===== src/logic/ssp_pkg.sv =====
// Constants, types and field layout for the serial EEPROM port.
// Assumes a single 250 MHz system clock samples every serial pin.
// How it works
// - Output changes only on serial clock falls
// - Input bits captured on serial clock rises
// - Select high: deselected, output high impedance
// - Standby only when no write cycle runs
// - Select low: selected and in active power
// - Ignore traffic until first select falling edge
// - Pause keeps selection and transfer position
// - Paused: output off, input and clock ignored
// - Lock input freezes the block-protect bits
// - Input bytes arrive most significant bit first
// - First bit on first rise after select
// - Read data MSB first from first fall after instruction and any address bytes
// - Both idle-low and idle-high clock modes work
// - Byte array of 4096 or 8192 bytes, decoded
// - Pause starts and ends only with clock low
// - Deselect during pause resets the interface
package ssp_pkg;
   localparam int PIN_N = 5;
   localparam int PIN_SCK = 0;
   localparam int PIN_SEL = 1;
   localparam int PIN_MOSI = 2;
   localparam int PIN_PAUSE = 3;
   localparam int PIN_LOCK = 4;
   localparam int BYTE_W = 8;
   localparam int BIT_CNT_W = 3;
   localparam int HDR_CNT_W = 2;
   localparam int ADDR_IN_W = 16;
   localparam int MEM_SMALL_BYTES = 4096;
   localparam int MEM_LARGE_BYTES = 8192;
   localparam int BUF_DEPTH = 2;
   localparam logic [1:0] BP_NONE = 2'h0;
   localparam logic [1:0] BP_QUARTER = 2'h1;
   localparam logic [1:0] BP_HALF = 2'h2;
   localparam logic [1:0] BP_ALL = 2'h3;
   localparam logic [1:0] BP_RESET = 2'h0;
   localparam logic [1:0] HDR_NONE = 2'h0;
   localparam logic [1:0] HDR_STATUS = 2'h1;
   localparam logic [1:0] HDR_ARRAY = 2'h3;
   localparam logic [7:0] OP_READ_ARRAY_DEF = 8'h03;
   localparam logic [7:0] OP_READ_STATUS_DEF = 8'h05;
   localparam logic [7:0] TX_IDLE_BYTE = 8'hFF;
   typedef enum logic [1:0] {PH_OFF, PH_IN, PH_OUT} ssp_phase_t;
endpackage : ssp_pkg


===== src/logic/ssp_port.sv =====
// Serial peripheral port of a byte-organised EEPROM, oversampled by the system clock.
// Assumes the core drains received bytes and feeds read bytes on the same clock.
`timescale 1ns/100ps
`default_nettype none
module ssp_port import ssp_pkg::*; #(
   parameter int MEM_BYTES = MEM_SMALL_BYTES,
   parameter logic [7:0] OP_READ_ARRAY = OP_READ_ARRAY_DEF,
   parameter logic [7:0] OP_READ_STATUS = OP_READ_STATUS_DEF
) (
   input wire logic clock,
   input wire logic arst_n,
   input wire logic sck_pin,
   input wire logic select_n_pin,
   input wire logic mosi_pin,
   input wire logic pause_n_pin,
   input wire logic lock_n_pin,
   output logic miso_o,
   output logic miso_oe,
   output logic rx_valid,
   output logic [7:0] rx_data,
   output logic rx_first,
   input wire logic rx_ready,
   output logic rx_fill_ready,
   input wire logic tx_valid,
   input wire logic [7:0] tx_data,
   output logic tx_ready,
   input wire logic write_busy,
   input wire logic bp_wr,
   input wire logic [1:0] bp_wdata,
   output logic block_protect_hi,
   output logic block_protect_lo,
   output logic [$clog2(MEM_BYTES)-1:0] addr_o,
   output logic addr_protected,
   output logic selected_o,
   output logic paused_o,
   output logic low_power_o
);
   localparam int ADDR_W = $clog2(MEM_BYTES);

   function automatic logic [1:0] hdr_len(input logic [7:0] op);
      if (op == OP_READ_ARRAY) begin
         hdr_len = HDR_ARRAY;
      end else if (op == OP_READ_STATUS) begin
         hdr_len = HDR_STATUS;
      end else begin
         hdr_len = HDR_NONE;
      end
   endfunction : hdr_len

   function automatic logic is_prot(input logic [ADDR_W-1:0] a, input logic [1:0] bp);
      unique case (bp)
         BP_NONE: is_prot = 1'b0;
         BP_QUARTER: is_prot = &a[ADDR_W-1 -: 2];
         BP_HALF: is_prot = a[ADDR_W-1];
         BP_ALL: is_prot = 1'b1;
      endcase
   endfunction : is_prot

   // Pin synchronisers
   logic [PIN_N-1:0] pin_raw;
   logic [PIN_N-1:0] sync1_q;
   logic [PIN_N-1:0] sync2_q;
   logic [PIN_N-1:0] prev_q;
   assign pin_raw = {lock_n_pin, pause_n_pin, mosi_pin, select_n_pin, sck_pin};
   for (genvar i = 0; i < PIN_N; i++) begin : g_sync
      always_ff @(posedge clock or negedge arst_n) begin
         if (!arst_n) begin
            sync1_q[i] <= 1'b0;
            sync2_q[i] <= 1'b0;
            prev_q[i] <= 1'b0;
         end else begin
            sync1_q[i] <= pin_raw[i];
            sync2_q[i] <= sync1_q[i];
            prev_q[i] <= sync2_q[i];
         end
      end
   end

   logic sck_lvl;
   logic sel_n_lvl;
   logic mosi_lvl;
   logic pause_n_lvl;
   logic lock_n_lvl;
   logic sck_rise;
   logic sck_fall;
   logic sel_fall;
   assign sck_lvl = sync2_q[PIN_SCK];
   assign sel_n_lvl = sync2_q[PIN_SEL];
   assign mosi_lvl = sync2_q[PIN_MOSI];
   assign pause_n_lvl = sync2_q[PIN_PAUSE];
   assign lock_n_lvl = sync2_q[PIN_LOCK];
   // Edges only, so an idle-high or idle-low clock works alike
   assign sck_rise = sck_lvl & ~prev_q[PIN_SCK];
   assign sck_fall = ~sck_lvl & prev_q[PIN_SCK];
   assign sel_fall = ~sel_n_lvl & prev_q[PIN_SEL];

   // Port state
   ssp_phase_t phase_q, phase_d;
   logic armed_q, armed_d;
   logic paused_q, paused_d;
   logic hdr_done_q, hdr_done_d;
   logic [BIT_CNT_W-1:0] bit_q, bit_d;
   logic [BIT_CNT_W-1:0] tx_bit_q, tx_bit_d;
   logic [HDR_CNT_W-1:0] byte_q, byte_d;
   logic [7:0] op_q, op_d;
   logic [7:0] sh_in_q, sh_in_d;
   logic [7:0] tx_sh_q, tx_sh_d;
   logic miso_q, miso_d;
   logic first_bit_q, first_bit_d;
   logic [ADDR_IN_W-1:0] addr_q, addr_d;
   logic [1:0] bp_q, bp_d;
   logic active;
   logic push;
   logic [7:0] push_byte;
   logic [7:0] tx_word;

   assign active = (phase_q != PH_OFF) & ~paused_q;

   always_comb begin
      phase_d = phase_q;
      armed_d = armed_q | sel_fall;
      paused_d = paused_q;
      hdr_done_d = hdr_done_q;
      bit_d = bit_q;
      tx_bit_d = tx_bit_q;
      byte_d = byte_q;
      op_d = op_q;
      sh_in_d = sh_in_q;
      tx_sh_d = tx_sh_q;
      miso_d = miso_q;
      first_bit_d = first_bit_q;
      addr_d = addr_q;
      push = 1'b0;
      push_byte = {sh_in_q[6:0], mosi_lvl};
      tx_word = tx_valid ? tx_data : TX_IDLE_BYTE;
      tx_ready = 1'b0;
      // Locked protect bits cannot change
      bp_d = (bp_wr & lock_n_lvl) ? bp_wdata : bp_q;
      if (sel_n_lvl) begin
         // Deselect, even while paused, drops the transfer
         phase_d = PH_OFF;
         paused_d = 1'b0;
         hdr_done_d = 1'b0;
      end else if (sel_fall && armed_d) begin
         // Fresh frame: first rise takes bit 7
         phase_d = PH_IN;
         bit_d = '0;
         tx_bit_d = '0;
         byte_d = '0;
         hdr_done_d = 1'b0;
      end else if (phase_q != PH_OFF) begin
         // Pause only enters or leaves with clock low
         if (!sck_lvl) begin
            paused_d = ~pause_n_lvl;
         end
         if (!paused_q && sck_rise) begin
            sh_in_d = push_byte;
            bit_d = bit_q + 1'b1;
            if (bit_q == '0) begin
               first_bit_d = mosi_lvl;
            end
            if (bit_q == 3'h7) begin
               push = 1'b1;
               if (byte_q != 2'h3) begin
                  byte_d = byte_q + 1'b1;
               end
               if (byte_q == 2'h0) begin
                  op_d = push_byte;
                  hdr_done_d = (hdr_len(push_byte) == HDR_STATUS);
               end else begin
                  addr_d = {addr_q[7:0], push_byte};
                  hdr_done_d = (phase_q == PH_IN) && (hdr_len(op_q) != HDR_NONE)
                     && (hdr_len(op_q) == byte_q + 1'b1);
               end
            end
         end
         if (!paused_q && sck_fall && (hdr_done_q || phase_q == PH_OUT)) begin
            // Read bytes leave MSB first from the first fall
            phase_d = PH_OUT;
            hdr_done_d = 1'b0;
            tx_bit_d = tx_bit_q + 1'b1;
            if (tx_bit_q == '0) begin
               tx_ready = tx_valid;
               miso_d = tx_word[7];
               tx_sh_d = {tx_word[6:0], 1'b0};
            end else begin
               miso_d = tx_sh_q[7];
               tx_sh_d = {tx_sh_q[6:0], 1'b0};
            end
         end
      end
   end

   always_ff @(posedge clock or negedge arst_n) begin
      if (!arst_n) begin
         phase_q <= PH_OFF;
         armed_q <= 1'b0;
         paused_q <= 1'b0;
         hdr_done_q <= 1'b0;
         bit_q <= '0;
         tx_bit_q <= '0;
         byte_q <= '0;
         op_q <= '0;
         sh_in_q <= '0;
         tx_sh_q <= '0;
         miso_q <= 1'b0;
         first_bit_q <= 1'b0;
         addr_q <= '0;
         bp_q <= BP_RESET;
      end else begin
         phase_q <= phase_d;
         armed_q <= armed_d;
         paused_q <= paused_d;
         hdr_done_q <= hdr_done_d;
         bit_q <= bit_d;
         tx_bit_q <= tx_bit_d;
         byte_q <= byte_d;
         op_q <= op_d;
         sh_in_q <= sh_in_d;
         tx_sh_q <= tx_sh_d;
         miso_q <= miso_d;
         first_bit_q <= first_bit_d;
         addr_q <= addr_d;
         bp_q <= bp_d;
      end
   end

   // Receive buffer, two entries
   logic [8:0] buf_q [BUF_DEPTH];
   logic [8:0] buf_d [BUF_DEPTH];
   logic wr_ptr_q, wr_ptr_d;
   logic rd_ptr_q, rd_ptr_d;
   logic [1:0] cnt_q, cnt_d;
   logic push_ok;
   logic pop;

   assign rx_fill_ready = (cnt_q != 2'(BUF_DEPTH));
   assign rx_valid = (cnt_q != 2'h0);
   assign push_ok = push & rx_fill_ready;
   assign pop = rx_valid & rx_ready;
   assign rx_data = buf_q[rd_ptr_q][7:0];
   assign rx_first = buf_q[rd_ptr_q][8];

   always_comb begin
      buf_d = buf_q;
      wr_ptr_d = wr_ptr_q ^ push_ok;
      rd_ptr_d = rd_ptr_q ^ pop;
      cnt_d = cnt_q + {1'b0, push_ok} - {1'b0, pop};
      if (push_ok) begin
         buf_d[wr_ptr_q] = {(byte_q == 2'h0), push_byte};
      end
   end

   always_ff @(posedge clock or negedge arst_n) begin
      if (!arst_n) begin
         buf_q <= '{default: '0};
         wr_ptr_q <= 1'b0;
         rd_ptr_q <= 1'b0;
         cnt_q <= 2'h0;
      end else begin
         buf_q <= buf_d;
         wr_ptr_q <= wr_ptr_d;
         rd_ptr_q <= rd_ptr_d;
         cnt_q <= cnt_d;
      end
   end

   // Outputs
   assign miso_o = miso_q;
   assign miso_oe = (phase_q == PH_OUT) & ~paused_q;
   assign block_protect_hi = bp_q[1];
   assign block_protect_lo = bp_q[0];
   assign addr_o = addr_q[ADDR_W-1:0];
   assign addr_protected = is_prot(addr_q[ADDR_W-1:0], bp_q);
   assign selected_o = (phase_q != PH_OFF);
   assign paused_o = paused_q;
   assign low_power_o = (phase_q == PH_OFF) & ~write_busy;
endmodule : ssp_port
`default_nettype wire


===== config.mk =====
export PLATFORM = sky130hd
export DESIGN_NAME = ssp_port
export DESIGN_NICKNAME = d
export VERILOG_FILES = /design/src/logic/ssp_pkg.sv /design/src/logic/ssp_port.sv
export SDC_FILE = /design/constraint.sdc
export NUM_CORES = 1
export LEC_CHECK = 0
export ABC_CLOCK_PERIOD_IN_PS = 5300
export BUFFER_PORTS_ARGS = -buffer_cell sky130_fd_sc_hd__buf_2
export CORE_ASPECT_RATIO = 0.5
export CORE_MARGIN = 1.5
export CORE_UTILIZATION = 60
export CTS_CLUSTER_DIAMETER = 60
export DETAILED_ROUTE_END_ITERATION = 8
export PLACE_DENSITY = 0.85
export SLEW_MARGIN = 20
export SYNTH_ARGS = -nofsm -noshare
export SYNTH_HDL_FRONTEND = slang
export SYNTH_SLANG_ARGS = --single-unit

===== constraint.sdc =====
create_clock -name clock -period 5.3 [get_ports clock]
set_input_delay 0.53 -clock clock [delete_from_list [all_inputs] [get_ports clock]]
set_output_delay 0.53 -clock clock [all_outputs]
set_load 0.05 [all_outputs]

==> results.txt <==
----------------------------------------------------
[Status]
  Result of the run ... finished, violations left
  Failing checks ... DRC

[STA]
  Total of endpoints with negative setup slack in the final report ... 0
  Fin Clk Skew ... 0.00920 ns
  Total count of hold-check failures in the final report ... 0
  Fraction of the cycle the final worst path needs ... 51.0%
  Slew Limit Fails ... 0
  Worst Max-Slew Pin Slew ... 0.822 ns
  Final TNS setup ... 0 ns
  Slew margin rel. ... 45.1%
  Highest Clock Rate ... 0.370 GHz
  Final Critical Period ... 2.70 ns
  Worst Hold Margin ... 0.229 ns
  RSZ-0062 raised after global routing ... no

[Setup path]
  Type of the worst setup path ... reg2out
  Launching element type of the critical path ... register
  Critical Path Source ... sck_lvl$_DFF_PN0_
  Launching point of the worst reg2reg path ... paused_o$_DFFE_PN0P_
  Endpoint of the worst register-to-register path ... buf_q[8]$_DFFE_PN0P_
  Top fanout value on the critical path ... 19
  Register-to-register setup slack ... 2.82 ns
  Signal arrival time at the worst endpoint ... 2.17 ns
  Crit path to ... tx_ready
  Endpoint type of the worst setup path ... output port
  Required time of the critical path ... 4.77 ns
  Logic depth of the worst register-to-register path ... 6

[Detailed routing]
  Post-DR vias/cell ... 5.80
  Post-DR wirelength/cell ... 17.5 um
  Final ANT Viol Nets ... 0
  Total number of vias ... 2412
  Final routed wirelength across all metal layers ... 7.27 mm
  Violation count after the first detailed-route iteration ... 124
  Count of unresolved DRC violations after routing ... 2
  First drt pass iteration count ... 7

[Finish]
  Layout cells sized above 1 ... 38.8%
  Fill count ... 346
  Area of all sequential standard cells ... 2080 sq um
  Area taken by multi-input logic gates ... 1440 sq um
  Diodes inserted ... 0
  Count of nets after finishing ... 369
  Relative area change from synthesis to final layout ... 17.5%

[Clock tree]
  Total of hold buffers inserted after clock tree synthesis ... 0
  Clock Latency Late Sink ... 0.33 ns
  CTS tree ... yes
  Number of buffers inserted during clock tree synthesis ... 9
  Total clock sinks ... 83
  Clk buf depth ... 2
  Clock Root Buffer ... sky130_fd_sc_hd__clkbuf_16
  Gates resized, CTS repair ... 0
  Total setup buffers inserted after CTS ... 0
  Worst-path clk slew ... 0.06 ns
  H-tree depth ... 3

[Floorplanning]
  Effective utilization at floorplan ... 63.8%
  Die ar. ... 6500 sq um
  Core Rows ... 19
  Die height ... 57.8 um
  X dimension of the die ... 113 um
  Number of primary I/O pins ... 53
  Core area ... 5630 sq um

[Global routing]
  Maximum number of pins on one net before global-route repair ... 84
  Via count of the first global-routing pass ... 2535
  Number of antenna violations at the first check in global routing ... 0
  Wire length of the first global-routing pass ... 12.0 mm
  GR Overflow Total ... 0
  Overall fraction of global-route tracks in use ... 24.2%

[Logic synthesis]
  Flip-flop and latch count after synthesis ... 83
  Proportion of netlist area held by the largest area contributor ... 57.7%
  Cell types occupying the most area after synthesis ... sky130_fd_sc_hd__dfrtp_1, sky130_fd_sc_hd__mux2_2, sky130_fd_sc_hd__o21ai_0
  Cell type contributing the most total cell area after synthesis ... sky130_fd_sc_hd__dfrtp_1
  Part of the Yosys area used for sequential elements ... 57.7%
  Top-count cell post-synth ... sky130_fd_sc_hd__dfrtp_1
  Commonest register cell after synthesis ... sky130_fd_sc_hd__dfrtp_1
  Synth Warn # ... 0
  Mapped Avg Cell Area ... 12.6 sq um
  Netlist cell types ... 36
  Proportion of register bits with asynchronous set or reset after synthesis ... 100%
  Total standard cell area after synthesis ... 3600 sq um
  Number of flops mapped to enable cells by yosys ... 0
  Commonest cells in the synthesized netlist ... sky130_fd_sc_hd__dfrtp_1, sky130_fd_sc_hd__mux2_2, sky130_fd_sc_hd__o21ai_0
  Post-synthesis instance total ... 285
  Nets in the synthesized netlist ... 316

[Place]
  Detail Placement HPWL ... 4.55 mm
  Final weighted congestion in routability-driven placement ... 0.932
  Count of port buffers added during placement ... 52

[Power]
  IR Drop Worst-Case VDD ... 0.217 mV
  Power density over the cells ... 354 nW/um^2
  Static power due to leakage ... 2.16 nW

[Run]
  Max_cap viols ... 0

[Worst hold path]
  Worst hold-check path type ... in2async

----------------------------------------------------
## how the worst min path moves through the flow
| stage | slack, ns | depth (start not counted) | end | startpoint |
|---|---|---|---|---|
| final | 0.23 | 1 | tx_sh_q[1]$_DFFE_PN0P_ | arst_n |
| after detailed placement | 0.34 | 0 | pause_n_lvl$_DFF_PN0_ | sync1_q[3]$_DFF_PN0_ |
| after CTS | 0.30 | 1 | sync1_q[4]$_DFF_PN0_ | lock_n_pin |
| after global placement | 0.33 | 0 | lock_n_lvl$_DFF_PN0_ | sync1_q[4]$_DFF_PN0_ |
| after global routing | 0.29 | 1 | sync1_q[4]$_DFF_PN0_ | lock_n_pin |
| after floorplan | 0.23 | 0 | addr_q[0]$_DFFE_PN0P_ | arst_n |
## layout make-up
type                            count  share of cell area (%)
Tap cell                           73                    2.16
Multi-Input combinational cell    182                    34.2
Timing Repair Buffer               52                    6.31
Inverter                           10                   0.888
Sequential cell                    83                    49.1
Clock buffer                       10                    5.65
Clock inverter                      6                    1.69
## per-layer routing
| layer | GRT usage, % | vias to the layer above | wire length [um] |
|---|---|---|---|
| met2 | 42.7 | 73 | 3660 |
| met1 | 29.0 | 1210 | 3120 |
| met3 | 6.07 | 23 | 294 |
| li1 | - | 1106 | - |
| met5 | 0 | - | 0 |
| met4 | 10.7 | 0 | 191 |
## placed cells by master (no fill, tap or decap), types with 2 or more instances in the layout
cell and n:
sky130_fd_sc_hd__nand3_1 5, sky130_fd_sc_hd__clkbuf_16 9, sky130_fd_sc_hd__mux2i_1 2, sky130_fd_sc_hd__nor2b_1 2, sky130_fd_sc_hd__ha_1 10, sky130_fd_sc_hd__a22oi_1 2, sky130_fd_sc_hd__nand4_1 3, sky130_fd_sc_hd__mux2_2 57
sky130_fd_sc_hd__clkinvlp_4 2, sky130_fd_sc_hd__xnor2_1 2, sky130_fd_sc_hd__nand2b_1 3, sky130_fd_sc_hd__o21ai_0 27, sky130_fd_sc_hd__buf_2 51, sky130_fd_sc_hd__nand3b_1 8, sky130_fd_sc_hd__dfrtp_1 83, sky130_fd_sc_hd__nor3b_1 2
sky130_fd_sc_hd__or2_2 3, sky130_fd_sc_hd__inv_6 2, sky130_fd_sc_hd__nor2_1 14, sky130_fd_sc_hd__a21oi_1 4, sky130_fd_sc_hd__inv_1 10, sky130_fd_sc_hd__nand2_1 20, sky130_fd_sc_hd__nor4b_1 3
## power breakdown
part	total (mW)	switching, mW	internal [mW]
logic	0.159	0.0970	0.0622
clock network	0.633	0.251	0.382
registers	0.703	0.0423	0.661
## metrics by stage
step | area, sq um | util (%) | std cells | power [mW] | setup WS, ns
after floorplan | 3600 | - | 285 | 0.819 | 2.71
after global placement | 3910 | 69.4 | 400 | 0.861 | 3.06
after detailed placement | 3910 | 69.4 | 400 | 0.871 | 2.99
after CTS | 4220 | 75.0 | 416 | 1.50 | 2.60
after global routing | 4230 | 75.0 | 416 | 1.55 | 2.39
final | 4230 | 75.0 | 416 | 1.49 | 2.60
## worst max-delay path, cell delays in order, from the launching register on
cell	delay (ns)
sky130_fd_sc_hd__dfrtp_1	0.49
sky130_fd_sc_hd__nor3b_2	0.38
sky130_fd_sc_hd__nand3_1	0.47
sky130_fd_sc_hd__nor2_1	0.22
sky130_fd_sc_hd__buf_2	0.28
## flip-flops by register name, indices dropped and copies added, names as in the netlist, 3 cells and up
| signal | cells |
|---|---|
| sync1_q | 5 |
| tx_bit_q | 3 |
| tx_sh_q | 7 |
| buf_q | 18 |
| sh_in_q | 7 |
| addr_q | 12 |
| op_q | 8 |
| bit_q | 3 |
## cells by family after synthesis
| logic type | Yosys count | share of synthesized area (%) |
|---|---|---|
| muxes | 59 | 18.4 |
| DFF | 83 | 57.7 |
| xor gates and xnor gates | 3 | 0.731 |
| AOI/OAI and AO/OA | 40 | 6.30 |
| buffers and inverters | 20 | 2.12 |
| adders and majority gates | 10 | 3.48 |
| and+or+nand+nor | 70 | 11.2 |
Note: power is estimated with default switching activity, not from simulation.
